--- src/amf_map.vh ---
`ifndef AMF_MAP_VH
`define AMF_MAP_VH

// Conversion modes held in configuration bits 6 and 5.
`define AMF_MODE_ONE 2'h0
`define AMF_MODE_REP 2'h1
`define AMF_MODE_SWP 2'h2
`define AMF_MODE_RSW 2'h3

// Configuration register layout and reset value.
`define AMF_CFG_W 12
`define AMF_CFG_RST 12'h000
`define AMF_CFG_MODE_HI 6
`define AMF_CFG_MODE_LO 5
`define AMF_CFG_THR_HI 1
`define AMF_CFG_THR_LO 0
`define AMF_CFG_SEQ_HI 4
`define AMF_CFG_SEQ_LO 3
`define AMF_CFG_EOC 2
`define AMF_CFG_LONG 7
`define AMF_CFG_IREF 8

// Four-bit commands; a clear top bit means select channel.
`define AMF_CMD_RD_CFG 4'h9
`define AMF_CMD_WR_CFG 4'ha
`define AMF_CMD_RD_FIFO 4'he
`define AMF_CMD_NONE 4'hf
`define AMF_CMD_TOP 3

// Rising serial clock counts seen just before the event edge.
`define AMF_DEC_CNT 5'h03
`define AMF_WR_CNT 5'h0f
`define AMF_CONV_SHORT 5'h0f
`define AMF_CONV_LONG 5'h1b
`define AMF_CNT_MAX 5'h1f

// Result and buffer sizing.
`define AMF_RES_W 10
`define AMF_BUF_DEPTH 16
`define AMF_BUF_AW 4
`define AMF_CAP 5'h08
`define AMF_PAD_RES 6'h00
`define AMF_PAD_CFG 3'h0
`define AMF_PAD_LATE 5'h00

// Threshold levels by code, and the single-entry depth of one shot.
`define AMF_THR0 4'h8
`define AMF_THR1 4'h6
`define AMF_THR2 4'h4
`define AMF_THR3 4'h2
`define AMF_THR_ONE 4'h1

// Sweep tables, three bits per step, step 0 in the low bits.
`define AMF_SEQ0 24'hfac688
`define AMF_SEQ1 24'hd10d10
`define AMF_SEQ2 24'hda4480
`define AMF_SEQ3 24'h688688

`endif

--- src/amf_fifo.v ---
`timescale 1ns/1ns
`include "amf_map.vh"
module amf_fifo #(
    parameter W = 10,
    parameter DEPTH = 16,
    parameter AW = 4
) (
    input wire clk, // System clock.
    input wire reset, // Asynchronous reset, active high.
    input wire clr, // Empties the buffer; a write in the same cycle still lands.
    input wire in_valid, // Write request.
    output wire in_ready, // Space available.
    input wire [W-1:0] in_data, // Write data.
    output wire out_valid, // Oldest entry present.
    input wire out_ready, // Removes the oldest entry.
    output wire [W-1:0] out_data, // Oldest entry.
    output wire [AW:0] count // Number of stored entries.
);
    reg [W-1:0] mem_r [0:DEPTH-1]; // Storage flip-flops.
    reg [AW-1:0] wr_ptr_r; // Next slot to write.
    reg [AW-1:0] rd_ptr_r; // Oldest slot.
    reg [AW:0] cnt_r; // Fill level.
    wire do_wr; // Accepted write.
    wire do_rd; // Accepted read.
    wire [AW-1:0] wr_slot; // Slot used by this write.

    assign in_ready = (cnt_r != DEPTH[AW:0]);
    assign out_valid = (cnt_r != {(AW+1){1'b0}});
    assign out_data = mem_r[rd_ptr_r];
    assign count = cnt_r;
    // A clear frees every slot, so the write is accepted then too.
    assign do_wr = in_valid & (in_ready | clr);
    assign do_rd = out_ready & out_valid & ~clr;
    assign wr_slot = clr ? {AW{1'b0}} : wr_ptr_r;

    // The data slot is written without reset; only pointers and the fill level need a value.
    always @(posedge clk)
    begin
        if (do_wr)
        begin
            mem_r[wr_slot] <= in_data;
        end
    end

    // Pointers and level move with writes, reads and clears.
    always @(posedge clk or posedge reset)
    begin
        if (reset)
        begin
            wr_ptr_r <= {AW{1'b0}};
            rd_ptr_r <= {AW{1'b0}};
            cnt_r <= {(AW+1){1'b0}};
        end
        else if (clr)
        begin
            // The optional write lands in slot zero.
            wr_ptr_r <= do_wr ? {{(AW-1){1'b0}}, 1'b1} : {AW{1'b0}};
            rd_ptr_r <= {AW{1'b0}};
            cnt_r <= do_wr ? {{AW{1'b0}}, 1'b1} : {(AW+1){1'b0}};
        end
        else
        begin
            if (do_wr)
            begin
                wr_ptr_r <= wr_ptr_r + {{(AW-1){1'b0}}, 1'b1};
            end
            if (do_rd)
            begin
                rd_ptr_r <= rd_ptr_r + {{(AW-1){1'b0}}, 1'b1};
            end
            if (do_wr & ~do_rd)
            begin
                cnt_r <= cnt_r + {{AW{1'b0}}, 1'b1};
            end
            else if (do_rd & ~do_wr)
            begin
                cnt_r <= cnt_r - {{AW{1'b0}}, 1'b1};
            end
        end
    end
endmodule // amf_fifo

--- src/amf_seq.v ---
`timescale 1ns/1ns
// Functional notes
// - Mode 10 converts sweep channels into FIFO.
// - Mode 10 sweep filling stops once threshold is met.
// - Threshold interrupt when stored count reaches threshold.
// - Mode 11 keeps converting past the threshold.
// - Mode 11 read after interrupt keeps results.
// - Mode 11 otherwise clears FIFO, then continues.
// - Bits 6 and 5 choose the mode.
// - Repeat mode clears FIFO when not read.
// - Trigger starts conversion while select is high.
// - End-of-conversion pin choice only in mode 00.
// - Trigger in FIFO modes needs internal reference.
// - Read configuration decoded, then shifted out.
// - Read configuration honoured only in mode 00.
// - First frame after interrupt outputs FIFO head.
// - Non-read command stops output, keeps head.
// - FIFO read never converts nor signals.
// - Configuration write loads twelve bits, no conversion.
// - Mode 00 trigger rising edge starts conversion.
// - Eight results held, threshold programmable.
// - Frame conversion after 16th or 28th edge.
// - Mode 00 uses a single result entry.
`include "amf_map.vh"
module amf_seq (
    input wire sys_clk, // System clock, 20 MHz.
    input wire reset, // Asynchronous reset, active high.
    input wire cs_n, // Chip select pin, active low.
    input wire frame_sync, // Frame sync pin, falling edge starts a frame.
    input wire sclk, // Serial clock pin from the host.
    input wire sdi, // Serial data in pin.
    input wire sample_trigger_n, // Sample trigger pin, active low.
    output wire serial_out, // Serial data out.
    output wire serial_out_en, // High while serial_out is driven.
    output wire int_eoc_n, // Interrupt, or end of conversion in mode 00.
    output wire conv_start, // One-cycle request to the converter core.
    output wire [2:0] conv_channel, // Channel for the requested conversion.
    input wire conv_done, // One-cycle result strobe from the core.
    input wire [`AMF_RES_W-1:0] conv_data, // Result that goes with conv_done.
    output wire [`AMF_CFG_W-1:0] config_out, // Configuration register contents.
    output wire [`AMF_BUF_AW:0] fifo_level // Stored result count.
);
    reg [4:0] s1_r; // First synchroniser stage.
    reg [4:0] s2_r; // Second synchroniser stage.
    reg [3:0] p_r; // Previous synchronised levels for edge finding.
    reg frame_act_r; // A serial frame is open.
    reg [4:0] bit_cnt_r; // Rising serial clocks seen in this frame.
    reg [10:0] rx_r; // Received bits, newest in bit 0.
    reg [3:0] cmd_r; // Command of the current frame.
    reg [`AMF_CFG_W-1:0] config_register_r; // Configuration register.
    reg [15:0] tx_r; // Output shifter, sent from the top.
    reg out_en_r; // Output driver enable.
    reg [2:0] chan_r; // Channel from the last select command.
    reg busy_r; // Conversion in progress.
    reg conv_start_r; // Conversion request pulse.
    reg [2:0] conv_chan_r; // Channel handed to the core.
    reg armed_r; // Mode 00 waits for a trigger rising edge.
    reg [2:0] sweep_idx_r; // Position in the sweep table.
    reg int_pend_r; // Threshold interrupt pending.
    reg first_r; // Next frame is the first after the interrupt.
    reg flush_pend_r; // Clear FIFO before the next store.
    reg done_flag_r; // Mode 00 conversion-done interrupt.
    reg pin_r; // Registered level of the shared pin.
    reg int_pend_nxt; // Next value of the interrupt flag.
    reg pin_nxt; // Next value of the shared pin.

    wire sclk_s = s2_r[0]; // Synchronised serial clock.
    wire cs_s = s2_r[1]; // Synchronised chip select.
    wire fs_s = s2_r[2]; // Synchronised frame sync.
    wire sdi_s = s2_r[3]; // Synchronised serial data.
    wire trig_s = s2_r[4]; // Synchronised sample trigger.
    wire sclk_rise = sclk_s & ~p_r[0]; // Serial clock rising edge.
    wire sclk_fall = ~sclk_s & p_r[0]; // Serial clock falling edge.
    wire cs_fall = ~cs_s & p_r[1]; // Select taken.
    wire cs_rise = cs_s & ~p_r[1]; // Select released.
    wire fs_fall = ~fs_s & p_r[2]; // Frame sync pulse.
    wire trig_fall = ~trig_s & p_r[3]; // Sampling begins.
    wire trig_rise = trig_s & ~p_r[3]; // Sampling ends.

    wire [1:0] mode = config_register_r[`AMF_CFG_MODE_HI:`AMF_CFG_MODE_LO]; // Mode.
    wire one_shot = (mode == `AMF_MODE_ONE); // Mode 00.
    wire fifo_mode = ~one_shot; // Modes 01, 10 and 11.
    wire sweep_on = mode[1]; // Modes 10 and 11 follow the sweep table.
    wire frame_start = cs_fall | (fs_fall & ~cs_s); // A new frame opens.
    wire frame_edge = frame_act_r & sclk_rise; // A bit arrives.
    wire dec = frame_edge & (bit_cnt_r == `AMF_DEC_CNT); // Fourth bit arrives.
    wire [3:0] cmd_now = {rx_r[2:0], sdi_s}; // Command at the fourth bit.
    wire cfg_wr = frame_edge & (cmd_r == `AMF_CMD_WR_CFG) & (bit_cnt_r == `AMF_WR_CNT);
    wire rd_fifo = dec & fifo_mode & (cmd_now == `AMF_CMD_RD_FIFO); // FIFO read.
    wire [3:0] thr = thr_of(config_register_r[`AMF_CFG_THR_HI:`AMF_CFG_THR_LO], one_shot);
    wire [`AMF_BUF_AW:0] cnt; // Stored entries.
    wire buf_ready; // Buffer has space.
    wire buf_valid; // Buffer holds a result.
    wire [`AMF_RES_W-1:0] head; // Oldest result.
    wire buf_pop; // Oldest result leaves.
    wire buf_clr; // Buffer is emptied.
    wire norm_hit; // Frame-triggered conversion point.
    wire ext_hit; // Trigger-started conversion point.
    wire room; // A new result may be stored.
    wire hold; // Sweep mode stopped at threshold.
    wire conv_go; // A conversion starts now.
    wire flush_set; // An event that demands a FIFO clear.

    // Threshold level by code; one shot always uses one entry.
    function [3:0] thr_of;
        input [1:0] code;
        input one;
        begin
            case (code)
                2'h0: thr_of = `AMF_THR0;
                2'h1: thr_of = `AMF_THR1;
                2'h2: thr_of = `AMF_THR2;
                default: thr_of = `AMF_THR3;
            endcase
            if (one)
            begin
                thr_of = `AMF_THR_ONE;
            end
        end
    endfunction

    // Channel at a given step of the chosen sweep table.
    function [2:0] seq_chan;
        input [1:0] sel;
        input [2:0] idx;
        reg [23:0] tbl;
        begin
            case (sel)
                2'h0: tbl = `AMF_SEQ0;
                2'h1: tbl = `AMF_SEQ1;
                2'h2: tbl = `AMF_SEQ2;
                default: tbl = `AMF_SEQ3;
            endcase
            seq_chan = tbl[idx*3 +: 3];
        end
    endfunction

    // Pins cross into the system clock through two flip-flops.
    always @(posedge sys_clk or posedge reset)
    begin
        if (reset)
        begin
            s1_r <= 5'h16;
            s2_r <= 5'h16;
            p_r <= 4'he;
        end
        else
        begin
            s1_r <= {sample_trigger_n, sdi, frame_sync, cs_n, sclk};
            s2_r <= s1_r;
            p_r <= {s2_r[4], s2_r[2], s2_r[1], s2_r[0]};
        end
    end

    // Frame tracking, bit counting and command capture.
    always @(posedge sys_clk or posedge reset)
    begin
        if (reset)
        begin
            frame_act_r <= 1'b0;
            bit_cnt_r <= 5'h00;
            rx_r <= 11'h000;
            cmd_r <= `AMF_CMD_NONE;
        end
        else if (frame_start)
        begin
            frame_act_r <= 1'b1;
            bit_cnt_r <= 5'h00;
            cmd_r <= `AMF_CMD_NONE;
        end
        else if (cs_rise)
        begin
            frame_act_r <= 1'b0;
        end
        else if (frame_edge)
        begin
            rx_r <= {rx_r[9:0], sdi_s};
            if (bit_cnt_r != `AMF_CNT_MAX)
            begin
                bit_cnt_r <= bit_cnt_r + 5'h01;
            end
            if (dec)
            begin
                cmd_r <= cmd_now;
            end
        end
    end

    always @(posedge sys_clk or posedge reset)
    begin
        if (reset)
        begin
            config_register_r <= `AMF_CFG_RST;
        end
        else if (cfg_wr)
        begin
            config_register_r <= {rx_r, sdi_s};
        end
    end

    // Output shifter: loads a result or the configuration, then shifts.
    always @(posedge sys_clk or posedge reset)
    begin
        if (reset)
        begin
            tx_r <= 16'h0000;
            out_en_r <= 1'b0;
        end
        else if (frame_start)
        begin
            out_en_r <= 1'b1;
            if (buf_valid & (one_shot | first_r))
            begin
                tx_r <= {head, `AMF_PAD_RES};
            end
            else
            begin
                tx_r <= 16'h0000;
            end
        end
        else if (cs_rise)
        begin
            out_en_r <= 1'b0;
        end
        else if (dec)
        begin
            // mode 00 only
            // A lead pad bit absorbs the fourth falling edge, so the MSB meets the fifth rise.
            if (one_shot & (cmd_now == `AMF_CMD_RD_CFG))
            begin
                tx_r <= {1'b0, config_register_r, `AMF_PAD_CFG};
            end
            else if (rd_fifo & ~first_r & buf_valid)
            begin
                tx_r <= {1'b0, head, `AMF_PAD_LATE};
            end
            else if (fifo_mode & first_r & ~rd_fifo)
            begin
                out_en_r <= 1'b0;
            end
        end
        else if (frame_act_r & sclk_fall)
        begin
            tx_r <= {tx_r[14:0], 1'b0};
        end
    end

    assign buf_pop = (frame_start & one_shot & buf_valid) | (rd_fifo & buf_valid);

    assign buf_clr = (conv_done & (flush_pend_r | one_shot)) | cfg_wr;

    assign norm_hit = frame_edge & ~cmd_r[`AMF_CMD_TOP] &
        (bit_cnt_r == (config_register_r[`AMF_CFG_LONG] ? `AMF_CONV_LONG : `AMF_CONV_SHORT));

    assign ext_hit = trig_rise & cs_s &
        (one_shot ? armed_r : config_register_r[`AMF_CFG_IREF]);

    assign room = buf_ready & ((cnt < `AMF_CAP) | flush_pend_r | one_shot);

    assign hold = (mode == `AMF_MODE_SWP) & int_pend_r;

    assign conv_go = (norm_hit | ext_hit) & ~busy_r & room & ~hold;

    assign flush_set = (dec & first_r & fifo_mode & (mode != `AMF_MODE_SWP) & ~rd_fifo) |
        (trig_fall & cs_s & (mode == `AMF_MODE_RSW) & int_pend_r);

    // Conversion requests, channel choice and busy tracking.
    always @(posedge sys_clk or posedge reset)
    begin
        if (reset)
        begin
            conv_start_r <= 1'b0;
            conv_chan_r <= 3'h0;
            busy_r <= 1'b0;
        end
        else
        begin
            conv_start_r <= conv_go;
            if (conv_go)
            begin
                busy_r <= 1'b1;
                conv_chan_r <= sweep_on ?
                    seq_chan(config_register_r[`AMF_CFG_SEQ_HI:`AMF_CFG_SEQ_LO], sweep_idx_r) :
                    chan_r;
            end
            else if (conv_done)
            begin
                busy_r <= 1'b0;
            end
        end
    end

    // Select commands, the mode 00 trigger arm and the sweep position.
    always @(posedge sys_clk or posedge reset)
    begin
        if (reset)
        begin
            chan_r <= 3'h0;
            armed_r <= 1'b0;
            sweep_idx_r <= 3'h0;
        end
        else
        begin
            if (dec & ~cmd_now[`AMF_CMD_TOP])
            begin
                chan_r <= cmd_now[2:0];
            end
            if (dec & one_shot & ~cmd_now[`AMF_CMD_TOP])
            begin
                armed_r <= 1'b1;
            end
            else if (trig_rise & cs_s)
            begin
                armed_r <= 1'b0;
            end
            if (cfg_wr | (hold & (cnt == {(`AMF_BUF_AW+1){1'b0}})))
            begin
                sweep_idx_r <= 3'h0;
            end
            else if (conv_go & sweep_on)
            begin
                sweep_idx_r <= sweep_idx_r + 3'h1;
            end
        end
    end

    // Threshold interrupt: held until the FIFO is emptied or cleared.
    always @*
    begin
        int_pend_nxt = fifo_mode & ~buf_clr & ((cnt >= {1'b0, thr}) |
            (int_pend_r & (cnt != {(`AMF_BUF_AW+1){1'b0}})));
    end

    // Interrupt bookkeeping; for first_r, flush_pend_r and done_flag_r a set in the clearing cycle wins.
    always @(posedge sys_clk or posedge reset)
    begin
        if (reset)
        begin
            int_pend_r <= 1'b0;
            first_r <= 1'b0;
            flush_pend_r <= 1'b0;
            done_flag_r <= 1'b0;
        end
        else
        begin
            int_pend_r <= int_pend_nxt;
            first_r <= (int_pend_nxt & ~int_pend_r) | (first_r & ~dec);
            flush_pend_r <= flush_set | (flush_pend_r & ~conv_done);
            done_flag_r <= (conv_done & one_shot) | (done_flag_r & ~frame_start);
        end
    end

    // Shared pin level: end of conversion only where mode 00 allows it.
    always @*
    begin
        if (one_shot & config_register_r[`AMF_CFG_EOC])
        begin
            pin_nxt = ~busy_r;
        end
        else if (one_shot)
        begin
            pin_nxt = ~done_flag_r;
        end
        else
        begin
            pin_nxt = ~int_pend_r;
        end
    end

    // The shared pin is driven from a flip-flop.
    always @(posedge sys_clk or posedge reset)
    begin
        if (reset)
        begin
            pin_r <= 1'b1;
        end
        else
        begin
            pin_r <= pin_nxt;
        end
    end

    // Result buffer; its ready stalls new conversions.
    amf_fifo #(
        .W(`AMF_RES_W),
        .DEPTH(`AMF_BUF_DEPTH),
        .AW(`AMF_BUF_AW)
    ) u_buf (
        .clk(sys_clk),
        .reset(reset),
        .clr(buf_clr),
        .in_valid(conv_done),
        .in_ready(buf_ready),
        .in_data(conv_data),
        .out_valid(buf_valid),
        .out_ready(buf_pop),
        .out_data(head),
        .count(cnt)
    );

    assign serial_out = tx_r[15];
    assign serial_out_en = out_en_r;
    assign int_eoc_n = pin_r;
    assign conv_start = conv_start_r;
    assign conv_channel = conv_chan_r;
    assign config_out = config_register_r;
    assign fifo_level = cnt;
endmodule // amf_seq

--- config.mk ---
export PLATFORM = sky130hd
export DESIGN_NAME = amf_seq
export DESIGN_NICKNAME = d
export VERILOG_FILES = /design/src/amf_fifo.v /design/src/amf_seq.v
export VERILOG_INCLUDE_DIRS = /design/src
export SDC_FILE = /design/constraint.sdc
export NUM_CORES = 1
export LEC_CHECK = 0
export CORE_ASPECT_RATIO = 1.25
export CORE_MARGIN = 1
export CORE_UTILIZATION = 33
export DETAILED_ROUTE_END_ITERATION = 10
export DONT_BUFFER_PORTS = 1
export GPL_ROUTABILITY_DRIVEN = 1
export PLACE_DENSITY = 0.59
export RECOVER_POWER = 50
export SLEW_MARGIN = 20
export SYNTH_ARGS = -nofsm -noshare
export SYNTH_HDL_FRONTEND = slang
export SYNTH_SLANG_ARGS = --single-unit
export TNS_END_PERCENT = 5
--- constraint.sdc ---
create_clock -name sys_clk -period 2.8 [get_ports sys_clk]
set_input_delay 0.56 -clock sys_clk [delete_from_list [all_inputs] [get_ports sys_clk]]
set_output_delay 0.56 -clock sys_clk [all_outputs]
set_load 0.005 [all_outputs]
==> After elaboration in Yosys (flattened, before gate mapping) <==
Memories as Yosys holds them, arrays and structs flattened.
Index checks and enable logic that the tools add are counted.
W data, S select, Z words.
{ "totals": {"out_inout_bits": 24, "memories": 1, "mem_bits_rw": 160, "regBits": 94, "wordCells": 225, "inputBits": 18} }
{ "memory_table": {"columns": ["memory", "words", "word_bits", "read_ports", "rd_ports_with_merged_regs", "wr", "line", "rtl"], "rows": [
  ["u_buf.mem_r", 16, 10, 1, 0, 1, "amf_fifo.v:19", "reg [W-1:0] mem_r [0:DEPTH-1];"]
]} }
{ "classes": {"n_mul": 1, "reduce_logical": 23, "n_eq_ne": 19, "muxes": 50, "magnitude_cmp": 2, "add_sub_neg": 6, "shifts": 1, "n_bitwise": 98} }
{ "op_table": {"columns": ["cell", "count"], "rows": [
  ["$mux W16", 7],
  ["$pmux W24 S3", 1],
  ["$and A1 B1 Y1", 60],
  ["$mux W4", 10],
  ["$mux W5", 8],
  ["$mux W24", 1],
  ["$shiftx A24 B6 Y3", 1],
  ["$not A1 Y1", 23],
  ["$mux W1", 19],
  ["$reduce_bool A2 Y1", 9],
  ["$or A1 B1 Y1", 15],
  ["$eq A4 B4 Y1 const B", 3],
  ["$pmux W4 S3", 1],
  ["$reduce_and A3 Y1", 4],
  ["$reduce_bool A3 Y1", 4],
  ["$add A5 B1 Y5 const B", 2],
  ["$ne A5 B5 Y1 const B", 2],
  ["$mux W3", 3],
  ["$add A4 B1 Y4 const B", 2],
  ["$eq A2 B2 Y1 const B", 4],
  ["$logic_not A2 Y1", 3],
  ["$ne A3 B3 Y1 const B", 2],
  ["$eq A5 B2 Y1 const B", 1],
  ["$eq A5 B4 Y1 const B", 1],
  ["13 further kinds", 14]
]} }

==> Logic depth before layout (Yosys ltp) <==
Gate-level depths: netlist of run 1.
{ "logic_depth": {"ltp_word": 14, "mapped_depth": 13, "mapped_depth_nobuf": 12} }

==> Cells and area by module <==
A second synthesis of run 1 with hierarchy kept.
{ "hier_totals": {"cells_unflattened": 673, "area_unflattened_um2": 10676.5} }
{ "by_module_without_submodules": {"columns": ["mod", "cells_per_inst", "seq_area_each_um2", "n_inst", "area_each_um2"], "rows": [
  ["amf_fifo", 359, 5129.9, 1, 6939.2],
  ["amf_seq", 314, 1969.4, 1, 3737.3]
]} }

==> Least setup slack after synthesis of run 1 <==
No wires, ideal clock.
{ "synth_path": {"kind": "register to register", "start": "register bit_cnt_r[0]", "end": "register u_buf.cnt_r[4] (netlist: u_buf.count[4])", "arrival_time_ns": 2.888, "setup_ns": 0.135, "stages_incl_launch_ff": 14, "period_less_slack_ns": 3.023, "slack_ns": -0.223, "n_path_buf": 1, "required_time_ns": 2.665, "path_cell_list": "dfrtp_1 > ha_1 > and3_1 > ha_1 > and4_1 > clkbuf_1 > a21oi_1 > a21o_1 > fa_1 > a21o_1 > a21oi_1 > and3_1 > o21ai_0 > nor3b_1"} }
{ "synth_via": {"elab_chain_cells": 12, "elab_cells_between_ends": 21, "cone_classes": "2 x eq/ne; 2 x mux; 16 x bitwise; 1 x reduce/logical"} }
{ "synth_rtl": {"columns": ["item", "line", "rtl"], "rows": [
  ["start, declared", "amf_seq.v:47", "reg [4:0] bit_cnt_r;"],
  ["start signal, assigned", "amf_seq.v:180", "bit_cnt_r <= bit_cnt_r + 5'h01;"],
  ["$eq A5 B2 Y1 (no source line)", null, null],
  ["$and A1 B1 Y1", "amf_seq.v:86", "wire dec = frame_edge & (bit_cnt_r == `AMF_DEC_CNT);"],
  ["$and A1 B1 Y1 (2 in series)", "amf_seq.v:89", "wire rd_fifo = dec & fifo_mode & (cmd_now == `AMF_CMD_RD_FIFO);"],
  ["$and A1 B1 Y1", "amf_seq.v:248", "assign buf_pop = (frame_start & one_shot & buf_valid) | (rd_fifo & buf_valid);"],
  ["$or A1 B1 Y1", "amf_seq.v:248", null],
  ["$and A1 B1 Y1 (2 in series)", "amf_fifo.v:33", "assign do_rd = out_ready & out_valid & ~clr;"],
  ["$not A1 Y1", "amf_fifo.v:71", "if (do_wr & ~do_rd)"],
  ["$and A1 B1 Y1", "amf_fifo.v:71", null],
  ["$mux W5", "amf_fifo.v:71", null],
  ["$mux W5", "amf_fifo.v:54", "else if (clr)"],
  ["end signal, assigned", "amf_fifo.v:52", "cnt_r <= {(AW+1){1'b0}};"],
  ["end signal, assigned", "amf_fifo.v:59", "cnt_r <= do_wr ? {{AW{1'b0}}, 1'b1} : {(AW+1){1'b0}};"],
  ["end signal, assigned", "amf_fifo.v:73", "cnt_r <= cnt_r + {{AW{1'b0}}, 1'b1};"],
  ["end, declared", "amf_fifo.v:22", "reg [AW:0] cnt_r;"]
]} }
Parallel ways exist; a longest one is shown, timed or not.
A chain may end at the register's enable or synchronous reset.

==> Worst setup path in the final report of run 1 <==
Ends and elaborated chain as after synthesis.

==> flow_metrics.env, run 1 <==
export IMPL_outcome="finished clean"
export IMPL_r2r_slack_ps=20
export IMPL_seq_area_mm2=0.00710
export IMPL_io_buffers=0
export IMPL_yosysTopAreaCellShare_pct=44.4
export IMPL_powerDensity_mw_per_mm2=741
export IMPL_ant_nets=0
export IMPL_crit_chain="ha_1 -> and3_1 -> ha_1 -> and4_4 -> o31ai_4 -> a21o_1 -> ha_1 -> a21o_1 -> a21oi_2 -> and3_1 -> o21ai_0 -> nor3b_1"
export IMPL_die_x_um=164
export IMPL_ys_ff_latch=251
export IMPL_cts_buffer_depth=3
export IMPL_clk_pin_slew_ps=60
export IMPL_yosys_area_share_xor_xnor_pct=1.31
export IMPL_grt_pass1_wl_um=37600
export IMPL_first_pass_iters=5
export IMPL_cts_tree="built"
export IMPL_synthSimpleGateAreaFrac_pct=8.82
export IMPL_p_int_w=0.00701
export IMPL_rr_endpoint="u_buf.count[4]$_DFFE_PP0P_"
export IMPL_place_area_mm2=0.0117
export IMPL_synth_edf_count=160
export IMPL_grt_overflow_total=0
export IMPL_cts_setup_buffers=0
export IMPL_relSlewSlack_pct=10.8
export IMPL_antenna_found_initial=0
export IMPL_endpoint_kind="flop"
export IMPL_total_leakage_power_nw=4.63
export IMPL_worst_path_most_repeated_cell="ha_1"
export IMPL_insertion_delay_ps=550
export IMPL_cp_top_family="compound AO/OA/AOI/OAI gates"
export IMPL_final_core_util_pct=39.6
export IMPL_htreeDepth=1
export IMPL_netlist_area_mm2=0.0108
export IMPL_ys_warn_count=0
export IMPL_final_cell_mix="edfxtp_1 (160), dfrtp_1 (76), nand2_1 (66), buf_4 (62), nor2_1 (52)"
export IMPL_die_h_um=204
export IMPL_gp_congestion=0.788
export IMPL_slowest_stage="dfrtp_1"
export IMPL_track_usage_pct=15.0
export IMPL_start_util_pct=33.7
export IMPL_synth_area_leaders="edfxtp_1 (44%), dfrtp_1 (18%), mux4_2 (4.8%)"
export IMPL_antenna_cells=0
export IMPL_power_frac_clock_pct=38.6
export IMPL_viasPerCell=5.17
export IMPL_synthAdderAreaFrac_pct=2.61
export IMPL_worst_slack_ps=22.2
export IMPL_worstSetupEndpoint="u_buf.count[4]$_DFFE_PP0P_"
export IMPL_synth_cell_types=71
export IMPL_rows=73
export IMPL_pwr_share_seq_pct=46.1
export IMPL_ff2ff_path_depth=12
export IMPL_hpwl_um=16800
export IMPL_cp_arrival_ps=3210
export IMPL_synth_top_family_by_area="multiplexers"
export IMPL_syn_to_final_growth_pct=17.2
export IMPL_vias=6468
export IMPL_numCtsBuffers=27
export IMPL_muxShareOfSynthArea_pct=10.1
export IMPL_path_buf_inv=0
export IMPL_rsz0062_at_grt="yes"
export IMPL_drv_cap=0
export IMPL_crit_cells=12
export IMPL_synthCells=749
export IMPL_cts_root_buf="clkbuf_16"
export IMPL_worst_ep_required_time_ps=3230
export IMPL_fin_crit_sh_pct=99.2
export IMPL_holdCritPathClass="in -> reg"
export IMPL_drt_iter0_markers=543
export IMPL_ys_seq_area_share_pct=65.6
export IMPL_r2r_start="bit_cnt_r[0]$_DFFE_PP0P_"
export IMPL_nets=857
export IMPL_multiInputGateArea_mm2=0.00349
export IMPL_ioPinCount=42
export IMPL_grt_pass1_vias=6311
export IMPL_share_comb_of_total_power_pct=15.2
export IMPL_clock_fmax_ghz=0.360
export IMPL_stdcell_area_mm2=0.0127
export IMPL_dp_slack_ps=-146
export IMPL_layout_cells_most_common="edfxtp_1"
export IMPL_async_reset_ff_share_pct=36.3
export IMPL_skew_ps=8.10
export IMPL_clock_sinks=251
export IMPL_syn_nets=789
export IMPL_post_route_cells_drive_above_1_share_pct=22.4
export IMPL_drv_slew=0
export IMPL_wl_per_cell_um=19.7
export IMPL_placed_cells=1196
export IMPL_peakVddDrop_uv=448
export IMPL_fin_crit_ps=2780
export IMPL_core_mm2=0.0321
export IMPL_grt_max_degree=52
export IMPL_crit_path_start_kind="flop"
export IMPL_nFillCells=2973
export IMPL_switching_share_pct=25.4
export IMPL_dieArea_mm2=0.0335
export IMPL_yosysTopAreaCell="edfxtp_1"
export IMPL_fin_cells=1250
export IMPL_slowest_delay_ps=380
export IMPL_tightest_slew_ps=1340
export IMPL_path_max_fanout=5
export IMPL_power_switching_w=0.00239
export IMPL_path_class="reg -> reg"
export IMPL_post_route_drc_count=0
export IMPL_hold_violations=0
export IMPL_cp_startpoint="bit_cnt_r[0]$_DFFE_PP0P_"
export IMPL_synthFlopType="edfxtp_1"
export IMPL_synth_compound_area_share_pct=9.26
export IMPL_finalSetupViolations=0
export IMPL_wirelength_um=24600
export IMPL_syn_area_per_cell_um2=14.4
-- flip-flops by register name (all words and copies together), names as in the netlist, 4 cells and up --
register	flops
s2_r	5
u_buf.mem_r	160
cmd_r	4
u_buf.rd_ptr_r	4
s1_r	5
tx_r	13
u_buf.wr_ptr_r	4
rx_r	11
p_r	4
config_out	12
u_buf.count	5
bit_cnt_r	5
-- worst min-delay path by stage --
| stage | from | to | slack, ps | depth (start not counted) |
|---|---|---|---|---|
| finish | sclk | s1_r[0]$_DFF_PP0_ | 40 | 0 |
| global placement | s1_r[2]$_DFF_PP1_ | s2_r[2]$_DFF_PP1_ | 350 | 0 |
| global route | sdi | s1_r[3]$_DFF_PP0_ | 20 | 0 |
| floorplan | s1_r[0]$_DFF_PP0_ | s2_r[0]$_DFF_PP0_ | 330 | 0 |
| CTS | sdi | s1_r[3]$_DFF_PP0_ | 20 | 0 |
| detailed placement | s1_r[4]$_DFF_PP1_ | s2_r[4]$_DFF_PP1_ | 350 | 0 |
-- cell usage after synthesis (15+ instances only) --
master and instances:
edfxtp_1 160, nand2_1 66, mux4_2 23, ha_1 21, a221oi_1 21, mux2_2 15
o21ai_0 31, dfrtp_1 77, inv_1 16, mux2i_1 40, a21oi_1 24, nor2_1 56
-- layout make-up --
type / instances / area share [%]
sequential: 251 / 56.0
tap: 412 / 4.07
inverter: 18 / 0.651
timing repair buffer: 71 / 4.46
clock inverter: 16 / 1.40
clock buffer: 34 / 5.85
multi-input combinational: 448 / 27.6
-- power by group through the flow --
stage | combinational (W) | clock [W] | sequential (W)
2_1_floorplan | 0.000998 | 0 | 0.00435
3_3_place_gp | 0.00143 | 0 | 0.00441
3_5_place_dp | 0.00144 | 0 | 0.00442
4_1_cts | 0.00145 | 0.00371 | 0.00434
5_1_grt | 0.00159 | 0.00384 | 0.00437
6_report | 0.00143 | 0.00363 | 0.00434
-- through the flow --
step                      setup TNS [ps]  power, W  hold slack [ps]
after floorplan                    -9960   0.00535              331
after global placement             -1600   0.00584              346
after detailed placement           -5030   0.00585              348
after CTS                           -790   0.00950             17.7
after global routing                -124   0.00980             17.6
final                                  0   0.00940             39.2
-- logic make-up (layout without fill, tap and decap cells) --
| logic type | after synthesis | count (layout) |
|---|---|---|
| compound gates | 139 | 139 |
| xor+xnor | 14 | 14 |
| fa+ha+maj | 22 | 22 |
| flops | 251 | 251 |
| mux | 78 | 78 |
| simple gates | 195 | 195 |
| buf+inv | 50 | 139 |
-- what timing repair did --
action                                 4_1_cts  5_1_grt
setup endpoints to repair                   41       41
hold buffers                                 4        0
pin swaps                                    1        0
endpoints found under the hold margin       11        0
resized for setup                            2        5
gates cloned                                 0        0
-- metal layers --
layer	GRT usage (%)	share of wire [%]	up-vias
met1	19.3	43	3282
met2	25.8	50	155
met5	0	0	-
met4	4.37	2.6	0
met3	2.25	4.2	33
li1	-	-	2998
Note: power is estimated with default switching activity, not from simulation.
==> run 2, diff against run 1 <==
- HOLD_SLACK_MARGIN: unset -> 0.15
- PLACE_DENSITY: 0.59 -> 0.58
- clock period: 2.8 -> 3.6 ns (I/O delays scaled with it)
==> run 2 against run 1 <==
Effect of this change: the run now ends with capacitance limit, slew limit left; worst hold slack improved by 150 ps; count of clock-buffer cells in the layout is 12 higher; design area down 2.8%; first-iteration DRC count down 23%; sequential power down 21%; non-clock buffer count down 28; fmax down 8.3%; total power decreased by 26%; register-to-register slack gained 550 ps; sequential share of layout area grew 1.6 points; worst setup slack better by 550 ps; critical endpoint unchanged.
==> flow_metrics.env, run 2 (synthesis gave the netlist of run 1 again) <==
export IMPL_layout_cells_most_common="edfxtp_1"
export IMPL_stdcell_area_mm2=0.0123
export IMPL_top_register="u_buf.mem_r"
export IMPL_path_max_fanout=6
export IMPL_endpoint_kind="flop"
export IMPL_wirelength_um=25200
export IMPL_fin_crit_ps=3030
export IMPL_grt_pass1_vias=6499
export IMPL_place_area_mm2=0.0115
export IMPL_hold_violations=0
export IMPL_cts_root_buf="clkbuf_16"
export IMPL_post_route_cells_drive_above_1_share_pct=18.1
export IMPL_relSlewSlack_pct=-45.7
export IMPL_r2r_slack_ps=570
export IMPL_fin_crit_sh_pct=84.1
export IMPL_ant_nets=0
export IMPL_post_route_drc_count=0
export IMPL_grt_max_degree=48
export IMPL_antenna_found_initial=0
export IMPL_drv_slew=48
export IMPL_p_total_w=0.00697
export IMPL_total_leakage_power_nw=4.44
export IMPL_vias=6290
export IMPL_wl_per_cell_um=20.6
export IMPL_placed_cells=1169
export IMPL_cts_setup_buffers=0
export IMPL_numCtsBuffers=27
export IMPL_die_h_um=204
export IMPL_io_buffers=0
export IMPL_finalSetupViolations=0
export IMPL_cts_tree="built"
export IMPL_peakVddDrop_uv=322
export IMPL_worst_ep_required_time_ps=4010
export IMPL_drv_cap=1
export IMPL_largest_reg_flops=160
export IMPL_rsz0062_at_grt="no"
export IMPL_antenna_cells=0
export IMPL_holdCritPathClass="in -> reg"
export IMPL_violations="capacitance limit, slew limit"
export IMPL_insertion_delay_ps=540
export IMPL_rows=73
export IMPL_powerDensity_mw_per_mm2=565
export IMPL_hpwl_um=17600
export IMPL_seq_area_mm2=0.00710
export IMPL_dieArea_mm2=0.0335
export IMPL_ioPinCount=42
export IMPL_outcome="finished, violations left"
export IMPL_core_mm2=0.0321
export IMPL_multiInputGateArea_mm2=0.00347
export IMPL_grt_overflow_total=0
export IMPL_viasPerCell=5.15
export IMPL_crit_path_start_kind="flop"
export IMPL_htreeDepth=1
export IMPL_fin_cells=1222
export IMPL_final_cell_mix="edfxtp_1 (160), dfrtp_1 (76), nand2_1 (66), nor2_1 (56), mux2i_1 (40)"
export IMPL_cts_buffer_depth=3
export IMPL_cp_arrival_ps=3440
export IMPL_nFillCells=2988
export IMPL_clock_sinks=251
export IMPL_grt_pass1_wl_um=39200
export IMPL_gp_congestion=0.827
export IMPL_nets=829
export IMPL_first_pass_iters=5
export IMPL_skew_ps=17.8
export IMPL_track_usage_pct=15.6
export IMPL_die_x_um=164
export IMPL_tns_ps=0
export IMPL_clock_fmax_ghz=0.330
export IMPL_timing_hold_ws_ps=186
export IMPL_drt_iter0_markers=416
export IMPL_start_util_pct=33.7
export IMPL_syn_to_final_growth_pct=13.9
export IMPL_path_class="reg -> reg"
export IMPL_tightest_slew_ps=2170
export IMPL_clk_pin_slew_ps=60
-- run 2: area by class of cell --
class / instances / share of cell area [%]
inverter: 18 / 0.660
sequential: 251 / 57.6
timing repair buffer: 43 / 2.64
clock buffer: 46 / 6.47
clock inverter: 4 / 0.284
tap: 412 / 4.18
multi-input combinational: 448 / 28.1
-- run 2: final timing paths --
check | from | end | cells after the start
worst max-delay path | bit_cnt_r[0]$_DFFE_PP0P_ | u_buf.count[4]$_DFFE_PP0P_ | 12
worst min-delay path | sample_trigger_n | s1_r[4]$_DFF_PP1_ | 0
worst max register to register | bit_cnt_r[0]$_DFFE_PP0P_ | u_buf.count[4]$_DFFE_PP0P_ | 12
worst min register to register | s1_r[2]$_DFF_PP1_ | s2_r[2]$_DFF_PP1_ | 0
max in group asynchronous | reset | u_buf.count[0]$_DFFE_PP0P_ | 3
min in group asynchronous | reset | rx_r[8]$_DFFE_PP0P_ | 2
-- run 2: routing by layer --
layer	share of wire (%)	track usage (%)
met1	43	20.1
met2	51	27.0
met3	4.4	2.19
met4	2.0	4.20
met5	0	0
-- run 2: per-stage QoR --
step           setup slack, ps  utilization [%]
6_report                   571             38.4
5_1_grt                    253             38.4
4_1_cts                    574             38.4
3_5_place_dp               600             35.8
3_3_place_gp               658             35.8
2_1_floorplan              540                -
-- run 2: critical path: stages (launching register included) --
cell,delay [ps]
dfrtp_1,390
ha_1,210
and3_1,200
ha_1,180
and4_1,360
o31ai_4,110
a21o_1,230
fa_1,430
a21o_1,190
a21oi_1,170
and3_1,190
o21ai_0,70
nor3b_1,160
-- run 2: timing repair --
item / CTS / global route
endpoints found under the hold margin: 29 / 1
resized for setup: 0 / 0
hold buffers: 2 / 1
-- run 2: power by group --
part	switching, W	internal (W)	total, W
clock	0.00109	0.00150	0.00259
sequential	0.000207	0.00323	0.00344
combinational	0.000490	0.000448	0.000938
==> run 3, diff against run 2 <==
- PLACE_DENSITY: 0.58 -> 0.59
- clock period: 3.6 -> 2.7 ns (I/O delays scaled with it)
==> run 3 against run 2 <==
Effect of this change: the run ends with capacitance limit, slew limit, setup timing left; first-iteration DRC count is 2.6% higher; global-route usage is 0.19 points lower; worst setup slack worse by 620 ps; combinational power is 72% higher; routed wire length hardly changed; largest cell class unchanged.
==> flow_metrics.env, run 3 (synthesis gave the netlist of run 1 again) <==
export IMPL_outcome="finished, violations left"
export IMPL_violations="capacitance limit, slew limit, setup timing"
export IMPL_grt_pass1_vias=6872
export IMPL_grt_pass1_wl_um=39100
export IMPL_final_cell_mix="edfxtp_1 (160), buf_4 (78), dfrtp_1 (76), nand2_1 (66), nor2_1 (50)"
export IMPL_ioPinCount=42
export IMPL_io_buffers=0
export IMPL_powerDensity_mw_per_mm2=748
export IMPL_drv_slew=34
export IMPL_skew_ps=22.4
export IMPL_post_route_cells_drive_above_1_share_pct=24.0
export IMPL_clock_sinks=251
export IMPL_viasPerCell=5.16
export IMPL_track_usage_pct=15.4
export IMPL_worst_slack_ps=-45.7
export IMPL_total_leakage_power_nw=4.72
export IMPL_drt_iter0_markers=427
export IMPL_finalSetupViolations=1
export IMPL_antenna_found_initial=2
export IMPL_nets=884
export IMPL_crit_path_start_kind="flop"
export IMPL_hold_violations=0
export IMPL_place_area_mm2=0.0118
export IMPL_syn_to_final_growth_pct=19.2
export IMPL_insertion_delay_ps=550
export IMPL_rows=73
export IMPL_relSlewSlack_pct=-1.27
export IMPL_gp_congestion=0.804
export IMPL_grt_max_degree=60
export IMPL_holdCritPathClass="in -> reg"
export IMPL_numCtsBuffers=26
export IMPL_fin_crit_ps=2750
export IMPL_stdcell_area_mm2=0.0129
export IMPL_layout_cells_most_common="edfxtp_1"
export IMPL_endpoint_kind="flop"
export IMPL_drv_cap=1
export IMPL_top_register="u_buf.mem_r"
export IMPL_dieArea_mm2=0.0335
export IMPL_tightest_slew_ps=1510
export IMPL_fin_crit_sh_pct=102
export IMPL_dp_slack_ps=-264
export IMPL_core_mm2=0.0321
export IMPL_path_class="reg -> reg"
export IMPL_peakVddDrop_uv=587
export IMPL_final_core_util_pct=40.2
export IMPL_path_max_fanout=6
export IMPL_clock_fmax_ghz=0.364
export IMPL_cts_root_buf="clkbuf_16"
export IMPL_wl_per_cell_um=19.8
export IMPL_worst_ep_required_time_ps=3120
export IMPL_cts_tree="built"
export IMPL_p_total_w=0.00964
export IMPL_first_pass_iters=5
export IMPL_rsz0062_at_grt="yes"
export IMPL_wirelength_um=25200
export IMPL_largest_reg_flops=160
export IMPL_post_route_drc_count=0
export IMPL_vias=6583
export IMPL_ant_nets=0
export IMPL_htreeDepth=1
export IMPL_die_x_um=164
export IMPL_clk_pin_slew_ps=60
export IMPL_start_util_pct=33.7
export IMPL_cts_buffer_depth=3
export IMPL_cp_arrival_ps=3170
export IMPL_grt_overflow_total=0
export IMPL_die_h_um=204
export IMPL_hpwl_um=17800
run 3: cell count changes in the layout (fill, tap and decap cells not counted), sizes merged:
| cell | delta |
|---|---|
| buf | +41 |
| bufinv | +2 |
| clkbuf | -14 |
| clkinv | +11 |
| clkinvlp | +1 |
| diode | +1 |
| dlygate4sd3 | +14 |
| inv | -1 |
run 3: layout make-up:
class | count | area [um^2]
flip-flops and latches | 251 | 7100
repair buffers | 99 | 791
multi-input cells | 448 | 3530
fillers | 2950 | 19200
inverters | 18 | 81.3
well taps | 412 | 515
diodes | 1 | 2.50
clock buffers | 31 | 699
clock inverters | 17 | 165
run 3: power breakdown:
group / internal [W] / switching, W / leakage [nW]
sequential: 0.00431 / 0.000165 / 2.60
clock: 0.00205 / 0.00151 / 0.426
combinational: 0.000747 / 0.000862 / 1.70
run 3: critical path: stages (launching register included):
cell and delay, ps:
dfrtp_1 350, ha_1 170, and3_4 190, ha_2 180, and4_4 250, buf_4 150
a21oi_2 40, a21o_1 190, fa_2 350, a21o_1 190, a21oi_2 140, and3_1 180
o21ai_0 70, nor3b_2 170
run 3: metal layers:
layer	vias up	part of all wire [%]	global-route usage, %
met5	-	0.044	0
met4	2	3.3	5.42
met3	52	5.2	2.66
met2	156	50	26.4
met1	3314	41	19.3
li1	3059	-	-
run 3: timing repair:
| action | in CTS | in global routing |
|---|---|---|
| setup buffers | 0 | 2 |
| gates resized for setup | 12 | 5 |
| hold buffers | 17 | 0 |
| pin swaps | 1 | 1 |
| setup endpoints to repair | 52 | 75 |
| hold endpoints to repair | 196 | 0 |
| gates cloned | 0 | 0 |
run 3: final timing paths:
check	slack, ps	startpoint	to	depth (start not counted)
setup / recovery	-50	bit_cnt_r[1]$_DFFE_PP0P_	u_buf.count[4]$_DFFE_PP0P_	13
hold / removal	180	conv_done	u_buf.wr_ptr_r[0]$_DFFE_PP0P_	2
setup reg to reg	-50	bit_cnt_r[1]$_DFFE_PP0P_	u_buf.count[4]$_DFFE_PP0P_	13
hold reg to reg	360	s1_r[1]$_DFF_PP1_	s2_r[1]$_DFF_PP1_	0
max in group asynchronous	390	reset	u_buf.count[3]$_DFFE_PP0P_	3
min in group asynchronous	810	reset	rx_r[10]$_DFFE_PP0P_	2
run 3: metrics by stage:
step	TNS (ps)	hold WS [ps]	std cells
final	-45.7	176	1277
after global routing	-582	191	1277
after CTS	-221	162	1274
after detailed placement	-10640	347	1209
after global placement	-8350	346	1209
after floorplan	-18220	331	749
